==> src/pgm_pkg.sv <==
// Shared constants for the P2/P3 port group pin controller.
// Assumes a Wishbone slave with byte addresses equal to four times the
// register index, 8-bit registers sitting in data lane 0.
package pgm_pkg;

  // Bus geometry
  localparam int ADR_W = 16;               // Byte address width
  localparam int DAT_W = 32;               // Wishbone data width
  localparam int IDX_W = 14;               // Register index width
  localparam int REG_W = 8;                // Register width

  // Register indices; byte address is four times the index
  localparam logic [IDX_W-1:0] P2_OUTPUT_DISABLE_IDX = 14'h28b0;
  localparam logic [IDX_W-1:0] P2_INPUT_ENABLE_IDX = 14'h28b1;
  localparam logic [IDX_W-1:0] P2_OUTPUT_VALUE_IDX = 14'h28b2;
  localparam logic [IDX_W-1:0] P2_PIN_LEVEL_IDX = 14'h28b3;
  localparam logic [IDX_W-1:0] P3_OUTPUT_DISABLE_IDX = 14'h28b4;
  localparam logic [IDX_W-1:0] P3_INPUT_ENABLE_IDX = 14'h28b5;
  localparam logic [IDX_W-1:0] P3_OUTPUT_VALUE_IDX = 14'h28b6;
  localparam logic [IDX_W-1:0] P3_PIN_LEVEL_IDX = 14'h28b7;
  localparam logic [IDX_W-1:0] P2_BIT0_FUNCTION_IDX = 14'h28c9;
  localparam logic [IDX_W-1:0] P2_BIT1_FUNCTION_IDX = 14'h28ca;
  localparam logic [IDX_W-1:0] P2_BIT4_FUNCTION_IDX = 14'h28cd;
  localparam logic [IDX_W-1:0] P2_BIT5_FUNCTION_IDX = 14'h28ce;
  localparam logic [IDX_W-1:0] IR_CARRIER_CTRL_IDX = 14'h28d0;
  localparam logic [IDX_W-1:0] POWER_CONTROL_ZERO_IDX = 14'h2d00;

  // Field positions
  localparam int PORT_POWER_GATE_BIT = 3;  // Gate bit in power control
  localparam int IR_CARRIER_EN_BIT = 0;    // Carrier enable bit

  // Function select codes
  localparam logic [1:0] FS_GPIO = 2'h0;
  localparam logic [1:0] FS_CODE_01 = 2'h1;
  localparam logic [1:0] FS_CODE_10 = 2'h2;
  localparam logic [1:0] FS_CODE_11 = 2'h3;

  // Reset values (four implemented pins per group)
  localparam logic [3:0] OUTPUT_DISABLE_RST = 4'hf;
  localparam logic [3:0] INPUT_ENABLE_RST = 4'h0;
  localparam logic [3:0] OUTPUT_VALUE_RST = 4'hf;
  localparam logic [3:0] PIN_LEVEL_RST = 4'h0;
  localparam logic [1:0] FUNCTION_RST = 2'h0;

  // Synchroniser depth for pin inputs
  localparam int SYNC_STAGES = 3;

endpackage : pgm_pkg

==> src/pgm_sync.sv <==
// Three-stage pin input synchroniser with agreement filter.
// Assumes inputs are asynchronous to mclk; output is registered.
`timescale 1ns/10ps
module pgm_sync #(
  parameter int WIDTH = 8
) (
  input wire logic mclk,
  input wire logic srst,
  input wire logic [WIDTH-1:0] async_in,
  output logic [WIDTH-1:0] sync_out
);
  import pgm_pkg::*;

  logic [WIDTH-1:0] stage1; // Metastable catcher, read only by stage2
  logic [WIDTH-1:0] stage2; // Second stage
  logic [WIDTH-1:0] stage3; // Third stage
  logic [WIDTH-1:0] next_out; // Accept a change once stages 2 and 3 agree

  genvar i;
  generate
    for (i = 0; i < WIDTH; i++) begin : g_agree
      assign next_out[i] = (stage2[i] == stage3[i]) ? stage3[i] : sync_out[i];
    end
  endgenerate

  // Shift chain and filtered output
  always_ff @(posedge mclk) begin
    if (srst) begin
      stage1 <= '0;
      stage2 <= '0;
      stage3 <= '0;
      sync_out <= '0;
    end else begin
      stage1 <= async_in;
      stage2 <= stage1;
      stage3 <= stage2;
      sync_out <= next_out;
    end
  end

endmodule : pgm_sync

==> src/pgm_top.sv <==
// Pin control for port groups P2 and P3 with Wishbone register access.
// Assumes pins resolved outside from out/oe; LCD and peripherals nearby.
// Function
// Input enable bits gate sampling, reset zero
// Output enable inverted; P3 bits reset one
// Enabled input shows live pin, any function
// Software disables unused inputs to save power
// P2 bit0 select: gpio, osc, rx4, t2
// P2 bit1 select: gpio, reserved, tx4, t0
// P2 bit4 select: gpio or rx2
// P2 bit5 select: gpio or tx2, carrier
// P3 pins shared with LCD backplanes
// Backplane pins: software disables output, input
// LCD driver off makes P3 pins gpio
// Power gate bit gates port control logic
// P2 output value bits reset one
// P3 output value four bits reset one
// Power gate leaves special functions working
// P2 output disable bits reset one
// Gpio drives value when enabled, else off
`timescale 1ns/10ps
module pgm_top (
  input wire logic mclk,
  input wire logic srst,
  // Wishbone classic slave
  input wire logic wb_cyc_i,
  input wire logic wb_stb_i,
  input wire logic wb_we_i,
  input wire logic [pgm_pkg::ADR_W-1:0] wb_adr_i,
  input wire logic [3:0] wb_sel_i,
  input wire logic [pgm_pkg::DAT_W-1:0] wb_dat_i,
  output logic [pgm_pkg::DAT_W-1:0] wb_dat_o,
  output logic wb_ack_o,
  // P2 pins, index 0..3 = port bits 0,1,4,5
  input wire logic [3:0] p2_in,
  output logic [3:0] p2_out,
  output logic [3:0] p2_oe,
  // P3 pins
  input wire logic [3:0] p3_in,
  output logic [3:0] p3_out,
  output logic [3:0] p3_oe,
  // LCD driver side
  input wire logic lcd_drv_en,
  input wire logic [3:0] lcd_backplane,
  // Peripheral side
  input wire logic oscillator_waveform_out,
  input wire logic serial_four_transmit,
  input wire logic serial_two_transmit,
  input wire logic ir_carrier_38k,
  output logic serial_four_receive,
  output logic serial_two_receive,
  output logic timer_two_ext_input,
  output logic timer_zero_ext_input,
  output logic port_power_gate_o
);
  import pgm_pkg::*;

  // Software-visible state
  logic [3:0] p2_output_disable; // One disables the driver
  logic [3:0] p2_input_enable; // One enables sampling
  logic [3:0] p2_output_value; // Gpio drive data
  logic [3:0] p2_pin_level; // Captured pin levels
  logic [3:0] p3_output_disable;
  logic [3:0] p3_input_enable;
  logic [3:0] p3_output_value;
  logic [3:0] p3_pin_level;
  logic [1:0] fsel [4]; // Function selects for P2 bits 0,1,4,5
  logic port_power_gate; // Power control bit 3
  logic ir_carrier_en; // Turns tx2 into an IR carrier burst

  // Synchronised pins
  logic [7:0] pins_s;
  logic [3:0] p2_s;
  logic [3:0] p3_s;

  // Bus decode
  logic [IDX_W-1:0] idx;
  logic bus_req;
  logic wr_en;
  logic [REG_W-1:0] wdat;
  logic [REG_W-1:0] rd_byte;

  // Next values of registered outputs
  logic [3:0] next_p2_oe;
  logic [3:0] next_p2_out;
  logic [3:0] next_p3_oe;
  logic [3:0] next_p3_out;
  logic [3:0] sf_drive; // Pin driven by a special output
  logic [3:0] sf_val; // Special output value
  logic [3:0] gpio_mode; // Pin under gpio control
  logic tx2_line; // Tx2 after optional carrier

  // Map four P2 pins onto their register bit positions 0,1,4,5
  function automatic logic [7:0] p2_pack(input logic [3:0] v);
    p2_pack = {2'h0, v[3], v[2], 2'h0, v[1], v[0]};
  endfunction : p2_pack

  function automatic logic [3:0] p2_unpack(input logic [7:0] v);
    p2_unpack = {v[5], v[4], v[1], v[0]};
  endfunction : p2_unpack

  // True when the select routes a peripheral input from the pin
  function automatic logic sf_is_input(input int pin, input logic [1:0] c);
    case (pin)
      0: sf_is_input = (c == FS_CODE_10) || (c == FS_CODE_11);
      1: sf_is_input = (c == FS_CODE_11);
      2: sf_is_input = (c == FS_CODE_10);
      default: sf_is_input = 1'b0;
    endcase
  endfunction : sf_is_input

  // Pin inputs come from outside the clock domain
  pgm_sync #(.WIDTH(8)) u_sync (
    .mclk(mclk),
    .srst(srst),
    .async_in({p3_in, p2_in}),
    .sync_out(pins_s)
  );

  assign p2_s = pins_s[3:0];
  assign p3_s = pins_s[7:4];

  // Byte address is four times the index; only lane 0 carries data
  assign idx = wb_adr_i[ADR_W-1:2];
  assign bus_req = wb_cyc_i & wb_stb_i;
  // Write lands on the edge where the master sees ack
  assign wr_en = bus_req & wb_ack_o & wb_we_i & wb_sel_i[0];
  assign wdat = wb_dat_i[REG_W-1:0];

  // Read mux; reserved bits and unmapped addresses read zero
  assign rd_byte =
    (idx == P2_OUTPUT_DISABLE_IDX) ? p2_pack(p2_output_disable) :
    (idx == P2_INPUT_ENABLE_IDX) ? p2_pack(p2_input_enable) :
    (idx == P2_OUTPUT_VALUE_IDX) ? p2_pack(p2_output_value) :
    (idx == P2_PIN_LEVEL_IDX) ? p2_pack(p2_pin_level) :
    (idx == P3_OUTPUT_DISABLE_IDX) ? {4'h0, p3_output_disable} :
    (idx == P3_INPUT_ENABLE_IDX) ? {4'h0, p3_input_enable} :
    (idx == P3_OUTPUT_VALUE_IDX) ? {4'h0, p3_output_value} :
    (idx == P3_PIN_LEVEL_IDX) ? {4'h0, p3_pin_level} :
    (idx == P2_BIT0_FUNCTION_IDX) ? {6'h00, fsel[0]} :
    (idx == P2_BIT1_FUNCTION_IDX) ? {6'h00, fsel[1]} :
    (idx == P2_BIT4_FUNCTION_IDX) ? {6'h00, fsel[2]} :
    (idx == P2_BIT5_FUNCTION_IDX) ? {6'h00, fsel[3]} :
    (idx == IR_CARRIER_CTRL_IDX) ? {7'h00, ir_carrier_en} :
    (idx == POWER_CONTROL_ZERO_IDX) ? {4'h0, port_power_gate, 3'h0} :
    8'h00;

  // Special output drivers per P2 pin
  assign sf_drive[0] = (fsel[0] == FS_CODE_01);
  assign sf_drive[1] = (fsel[1] == FS_CODE_10);
  assign sf_drive[2] = 1'b0;
  assign sf_drive[3] = (fsel[3] == FS_CODE_10);
  // Carrier on while the serial line is low, as IR links expect
  assign tx2_line = ir_carrier_en ? (~serial_two_transmit & ir_carrier_38k)
                                  : serial_two_transmit;
  assign sf_val[0] = oscillator_waveform_out;
  assign sf_val[1] = serial_four_transmit;
  assign sf_val[2] = 1'b0;
  assign sf_val[3] = tx2_line;

  // Driver control: special outputs ignore the gate, gpio does not
  genvar i;
  generate
    for (i = 0; i < 4; i++) begin : g_p2
      // Reserved and unlisted codes fall back to gpio
      assign gpio_mode[i] = ~sf_drive[i] & ~sf_is_input(i, fsel[i]);
      assign next_p2_oe[i] = sf_drive[i] |
        (gpio_mode[i] & ~port_power_gate & ~p2_output_disable[i]);
      assign next_p2_out[i] = sf_drive[i] ? sf_val[i]
                                          : p2_output_value[i];
    end
    for (i = 0; i < 4; i++) begin : g_p3
      // LCD driver owns the pin while it is on
      assign next_p3_oe[i] = lcd_drv_en ? 1'b1 :
        (~port_power_gate & ~p3_output_disable[i]);
      assign next_p3_out[i] = lcd_drv_en ? lcd_backplane[i]
                                         : p3_output_value[i];
    end
  endgenerate

  // Bus answer: one-cycle ack, registered read data
  always_ff @(posedge mclk) begin
    if (srst) begin
      wb_ack_o <= 1'b0;
      wb_dat_o <= '0;
    end else begin
      wb_ack_o <= bus_req & ~wb_ack_o;
      wb_dat_o <= {24'h000000, rd_byte};
    end
  end

  // P2 control registers
  always_ff @(posedge mclk) begin
    if (srst) begin
      p2_output_disable <= OUTPUT_DISABLE_RST;
      p2_input_enable <= INPUT_ENABLE_RST;
      p2_output_value <= OUTPUT_VALUE_RST;
    end else if (wr_en) begin
      if (idx == P2_OUTPUT_DISABLE_IDX) begin
        p2_output_disable <= p2_unpack(wdat);
      end
      if (idx == P2_INPUT_ENABLE_IDX) begin
        p2_input_enable <= p2_unpack(wdat);
      end
      if (idx == P2_OUTPUT_VALUE_IDX) begin
        p2_output_value <= p2_unpack(wdat);
      end
    end
  end

  // P3 control registers
  always_ff @(posedge mclk) begin
    if (srst) begin
      p3_output_disable <= OUTPUT_DISABLE_RST;
      p3_input_enable <= INPUT_ENABLE_RST;
      p3_output_value <= OUTPUT_VALUE_RST;
    end else if (wr_en) begin
      if (idx == P3_OUTPUT_DISABLE_IDX) begin
        p3_output_disable <= wdat[3:0];
      end
      if (idx == P3_INPUT_ENABLE_IDX) begin
        p3_input_enable <= wdat[3:0];
      end
      if (idx == P3_OUTPUT_VALUE_IDX) begin
        p3_output_value <= wdat[3:0];
      end
    end
  end

  // Function selects; only the two low bits are stored
  always_ff @(posedge mclk) begin
    if (srst) begin
      for (int k = 0; k < 4; k++) begin
        fsel[k] <= FUNCTION_RST;
      end
    end else if (wr_en) begin
      if (idx == P2_BIT0_FUNCTION_IDX) begin
        fsel[0] <= wdat[1:0];
      end
      if (idx == P2_BIT1_FUNCTION_IDX) begin
        fsel[1] <= wdat[1:0];
      end
      if (idx == P2_BIT4_FUNCTION_IDX) begin
        fsel[2] <= wdat[1:0];
      end
      if (idx == P2_BIT5_FUNCTION_IDX) begin
        fsel[3] <= wdat[1:0];
      end
    end
  end

  // Power gate and carrier control
  always_ff @(posedge mclk) begin
    if (srst) begin
      port_power_gate <= 1'b0;
      ir_carrier_en <= 1'b0;
    end else if (wr_en) begin
      if (idx == POWER_CONTROL_ZERO_IDX) begin
        port_power_gate <= wdat[PORT_POWER_GATE_BIT];
      end
      if (idx == IR_CARRIER_CTRL_IDX) begin
        ir_carrier_en <= wdat[IR_CARRIER_EN_BIT];
      end
    end
  end

  // Pin level capture; disabled or gated bits hold, saving toggles
  always_ff @(posedge mclk) begin
    if (srst) begin
      p2_pin_level <= PIN_LEVEL_RST;
      p3_pin_level <= PIN_LEVEL_RST;
    end else begin
      for (int k = 0; k < 4; k++) begin
        if (p2_input_enable[k] & ~port_power_gate) begin
          p2_pin_level[k] <= p2_s[k];
        end
        if (p3_input_enable[k] & ~port_power_gate) begin
          p3_pin_level[k] <= p3_s[k];
        end
      end
    end
  end

  // Pin drivers, registered
  always_ff @(posedge mclk) begin
    if (srst) begin
      p2_oe <= 4'h0;
      p2_out <= OUTPUT_VALUE_RST;
      p3_oe <= 4'h0;
      p3_out <= OUTPUT_VALUE_RST;
    end else begin
      p2_oe <= next_p2_oe;
      p2_out <= next_p2_out;
      p3_oe <= next_p3_oe;
      p3_out <= next_p3_out;
    end
  end

  // Peripheral inputs; serial idles high, timers idle low
  always_ff @(posedge mclk) begin
    if (srst) begin
      serial_four_receive <= 1'b1;
      serial_two_receive <= 1'b1;
      timer_two_ext_input <= 1'b0;
      timer_zero_ext_input <= 1'b0;
      port_power_gate_o <= 1'b0;
    end else begin
      serial_four_receive <= (fsel[0] == FS_CODE_10) ? p2_s[0] : 1'b1;
      timer_two_ext_input <= (fsel[0] == FS_CODE_11) & p2_s[0];
      timer_zero_ext_input <= (fsel[1] == FS_CODE_11) & p2_s[1];
      serial_two_receive <= (fsel[2] == FS_CODE_10) ? p2_s[2] : 1'b1;
      port_power_gate_o <= port_power_gate;
    end
  end

endmodule : pgm_top

==> config.mk <==
export PLATFORM = sky130hd
export DESIGN_NAME = pgm_top
export DESIGN_NICKNAME = d
export VERILOG_FILES = /design/src/pgm_pkg.sv /design/src/pgm_sync.sv /design/src/pgm_top.sv
export SDC_FILE = /design/constraint.sdc
export NUM_CORES = 1
export LEC_CHECK = 0
export ABC_CLOCK_PERIOD_IN_PS = 1600
export BUFFER_PORTS_ARGS = -buffer_cell sky130_fd_sc_hd__buf_2
export CORE_ASPECT_RATIO = 2
export CORE_MARGIN = 3
export CORE_UTILIZATION = 30
export DETAILED_ROUTE_END_ITERATION = 16
export HOLD_SLACK_MARGIN = 0.15
export PLACE_DENSITY = 0.59
export SETUP_SLACK_MARGIN = 0.1
export SYNTH_ARGS = -nofsm -noshare
export SYNTH_HDL_FRONTEND = slang
export SYNTH_HIERARCHICAL = 1
export SYNTH_SLANG_ARGS = --single-unit
==> constraint.sdc <==
create_clock -name mclk -period 1.6 [get_ports mclk]
set_input_delay 0.32 -clock mclk [delete_from_list [all_inputs] [get_ports mclk]]
set_output_delay 0.32 -clock mclk [all_outputs]
set_load 0.05 [all_outputs]
Yosys cells after proc, flatten, opt, wreduce, memory -nomap -nowiden --
Memory sizes are Yosys's and may differ from the RTL's. Index checks and enable logic that the tools add are counted. W data, S select, Z words.
Operators by class: reductions and logical operators 13, eq/ne operators 29, bitwise operators 55, multiplexer cells 48
Operators by type and width (count):
- $eq A14 B14 Y1 const B | 14
- $mux W4 | 10
- $and A1 B1 Y1 | 30
- $mux W1 | 30
- $mux W6 | 4
- $not A1 Y1 | 18
- $reduce_and A2 Y1 | 8
- $reduce_or A14 Y1 | 1
- $eq A2 B2 Y1 const B | 6
- $eq A1 B1 Y1 | 8
- $mux W2 | 4
- $or A1 B1 Y1 | 7
- $reduce_or A5 Y1 | 1
- $reduce_or A2 Y1 | 2
- $eq A2 B1 Y1 const B | 1
- $logic_or A1 B1 Y1 | 1
Word-level totals: register bits after elaboration 120, word-level logic and storage cells 187, output and inout bits 54, memory bits (writable) 8, bits of input ports 74, memories 1
Memories:
- fsel | words 4, bits a word 2, read ports 4, clocked after memory_dff 0, wr ports 4, RTL line pgm_top.sv:67 | logic [1:0] fsel [4];

Longest topological paths before layout --
depth in word-level cells 15, mapped depth 7, depth with buffers taken out 5

By module --
The synthesis kept the hierarchy.
By module, submodules not included:
- pgm_top | area an instance 3518.4 um^2, instances 1, seq. area each 1481.4 um^2, cells an instance 378
- pgm_sync | area an instance 923.4 um^2, instances 1, seq. area each 640.6 um^2, cells an instance 83

Least setup slack after synthesis --
No wires, ideal clock.
path kind reg-to-reg, start point reg wb_ack_o, end point reg p3_output_value[0], slack -0.439 ns, period minus slack after synthesis 2.039 ns, cell stages (with the launch flop) 7, setup time 0.120 ns, buffers on the path 1, required time 1.480 ns, arrival 1.920 ns, cell sequence dfxtp_1 -> nand3_1 -> or2_0 -> buf_2 -> nor4_4 -> nor2b_1 -> a211o_1
Between the ends: word-level cells in the longest chain between the ends 4
Ends and longest elaborated chain:
- start: declaration | RTL line pgm_top.sv:33 | output logic wb_ack_o,
- start signal: assignment | RTL line pgm_top.sv:187 | wb_ack_o <= bus_req & ~wb_ack_o;
- $and A1 B1 Y1 (3 in series) | RTL line pgm_top.sv:127 | assign wr_en = bus_req & wb_ack_o & wb_we_i & wb_sel_i[0];
- $reduce_and A2 Y1 (no line)
- end signal: assignment | RTL line pgm_top.sv:225 | p3_output_value <= wdat[3:0];
- end: declaration | RTL line pgm_top.sv:65 | logic [3:0] p3_output_value;
Every way passes these cells. A chain may end at the register's enable or synchronous reset.

==> flow_metrics.env <==
export IMPL_finalSetupViolations=0
export IMPL_cp_num_buf_inv=3
export IMPL_path_cells="nand3_2 > or2_4 > buf_12 > buf_6 > inv_1 > nand4_1 > nand2b_1"
export IMPL_dieArea_sq_um=16390
export IMPL_place_gp_congestion=0.9033
export IMPL_vias_per_cell=4.663
export IMPL_dpl_cell_count=762
export IMPL_cp_top_family="simple AND/OR/NAND/NOR gates"
export IMPL_synth_top_area_cell="dfxtp_1"
export IMPL_grt_pass1_vias=3654
export IMPL_ys_warn_count=6
export IMPL_grt_max_degree=28
export IMPL_grt_use_total_pct=14.07
export IMPL_die_h_um=178.1
export IMPL_worstSetupEndpointType="flip-flop"
export IMPL_start_util_pct=30.78
export IMPL_arrival_ns=1.58
export IMPL_final_nets=660
export IMPL_ir_drop_v=0.0005059
export IMPL_cts_tree="yes"
export IMPL_relSlewSlack_pct=66.60
export IMPL_synth_seq_cells=102
export IMPL_layout_min_cycle_time_ns=1.513
export IMPL_fillCellCount=1465
export IMPL_drc=0
export IMPL_syn_inst=461
export IMPL_synth_edf_count=8
export IMPL_synth_most_common_cell="dfxtp_1"
export IMPL_synthTopCellsByCount="dfxtp_1 (94), nor2b_1 (56), nor2_1 (55), buf_4 (29), a211o_1 (22)"
export IMPL_crit_required_ns=1.67
export IMPL_slew_violations=0
export IMPL_clkLatencyLatePin_ns=0.35
export IMPL_ant_nets=0
export IMPL_netlist_area_sq_um=4442
export IMPL_hold_viol_final=0
export IMPL_n_antenna_cell=0
export IMPL_path_class="flip-flop to flip-flop"
export IMPL_fin_tns_setup_ns=0
export IMPL_htreeDepth=3
export IMPL_cts_root_buf="clkbuf_16"
export IMPL_leakage_nw=2.414
export IMPL_max_stage_delay_ns=0.35
export IMPL_yosysSeqAreaShare_pct=47.77
export IMPL_rsz0062_at_grt="yes"
export IMPL_io_pins=128
export IMPL_fin_skew_ns=0.01128
export IMPL_overflow=0
export IMPL_cp_max_fo=8
export IMPL_routed_via_count=3651
export IMPL_cts_buffers=9
export IMPL_dr_pass1_iters=4
export IMPL_synth_area_leaders="dfxtp_1 (42%), nor2b_1 (7.9%), edfxtp_1 (5.4%)"
export IMPL_grt_pass1_wl_mm=17.82
export IMPL_antenna_found_initial=0
export IMPL_startpoint_type="flip-flop"
export IMPL_finalNonFillerCells=783
export IMPL_ctsHoldBuffers=0
export IMPL_worst_slew_pin_slew_ns=0.4884
export IMPL_pwr_density_cell_nw_per_um2=971.6
export IMPL_postLayoutCoreUtil_pct=40.37
export IMPL_dp_hpwl_mm=8.783
export IMPL_yosys_area_top_type_share_pct=42.37
export IMPL_port_buffer_count=70
export IMPL_rows=62
export IMPL_clock_fmax_mhz=661.0
export IMPL_status="finished, final reports clean"
export IMPL_totalWireLength_mm=11.38
export IMPL_die_w_um=92.04
export IMPL_hp_class="input pin to flip-flop"
export IMPL_clock_sinks=102
export IMPL_drtIter0Drc=156
export IMPL_drive_above_1_share_pct=32.99
export IMPL_ys_dominant_reg_cell="dfxtp_1"
export IMPL_cap_violations=0
export IMPL_syn_to_final_growth_pct=31.13
export IMPL_clkTransAtPathRegs_ns=0.08
export IMPL_min_period_over_period_pct=94.56
export IMPL_yosysUniqueCellTypes=55
export IMPL_slowest_stage="dfxtp_4"
export IMPL_async_flop_share_pct=0
export IMPL_clock_path_buffers=2
export IMPL_detail_route_wl_per_cell_um=14.53
export IMPL_synth_avg_cell_area_sq_um=9.635
export IMPL_core_area_sq_um=14430
final cells by class:
class | count | area, sq um | area share (%)
multi-input combinational | 328 | 2178 | 37.40
sequential | 102 | 2126 | 36.50
timing repair buffer | 137 | 908.4 | 15.60
tap | 192 | 240.2 | 4.125
clock buffer | 9 | 225.2 | 3.867
clock inverter | 7 | 116.4 | 1.998
inverter | 8 | 30.03 | 0.5156
logic make-up after synthesis:
logic type	count (synthesis)	share of synthesized area, %
compound gates	82	12.99
buf+inv	56	7.493
flops	102	47.77
mux	24	5.493
other cells	1	0.08443
simple gates	196	26.17
routing by layer:
metal / vias up / GRT usage, % / wire length, um
li1: 1802 / - / -
met1: 1729 / 14.30 / 4187
met2: 98 / 26.80 / 6350
met3: 22 / 2.617 / 460
met4: 0 / 7.196 / 380
met5: - / 0 / 0
placed cells by master, fill, tap and decap left out, types with 3 or more instances in the layout:
cell	instances
conb_1	26
inv_1	8
nor2_2	5
nand2b_1	7
a211o_1	22
buf_12	3
nor2b_1	54
or2_2	3
buf_2	69
nand3_2	3
edfxtp_1	8
nor3_4	5
and4b_1	3
o21ai_0	16
mux2_2	3
nor2_1	52
a22oi_1	3
buf_6	4
a21oi_1	17
dfxtp_1	93
or2_4	3
nand2_1	17
nor3_1	18
buf_4	60
clkbuf_16	9
nand4_1	4
mux2i_1	21
registers in the layout, summed over array words and instances, names as in the netlist, 6 cells and up:
name and flops:
fsel 8, wb_dat_o 6, u_sync/stage1 8, u_sync/sync_out 8
u_sync/stage2 8, u_sync/stage3 8
metrics by stage:
step	hold slack, ns	total power [W]	cell area, sq um	setup slack, ns
floorplan	0.3916	0.003111	4639	-0.06188
global placement	0.4168	0.003248	5403	-0.3928
detailed placement	0.4227	0.003254	5403	-0.3681
CTS	0.1629	0.005726	5786	0.04809
global route	0.1661	0.005856	5824	0.003163
finish	0.1740	0.005659	5824	0.08705
worst paths after layout:
kind	startpoint	endpoint	slack (ns)	cells past startpoint
max reg2reg	wb_ack_o	fsel[3][1]	0.09	7
min	lcd_backplane[3]	p3_out[3]	0.17	2
max	wb_ack_o	fsel[3][1]	0.09	7
min reg2reg	u_sync/stage1[7]	u_sync/stage2[7]	0.44	1
power by group:
part	switching, W	internal (W)
registers	0.0000177	0.00261
logic	0.000390	0.000176
clock network	0.00105	0.00142
what timing repair did:
action                                  CTS  global route
endpoints found under the setup margin   32            37
setup buffers                             3             2
resized for setup                         8             8
pin swaps                                 9             5
Note: power is estimated with default switching activity, not from simulation.
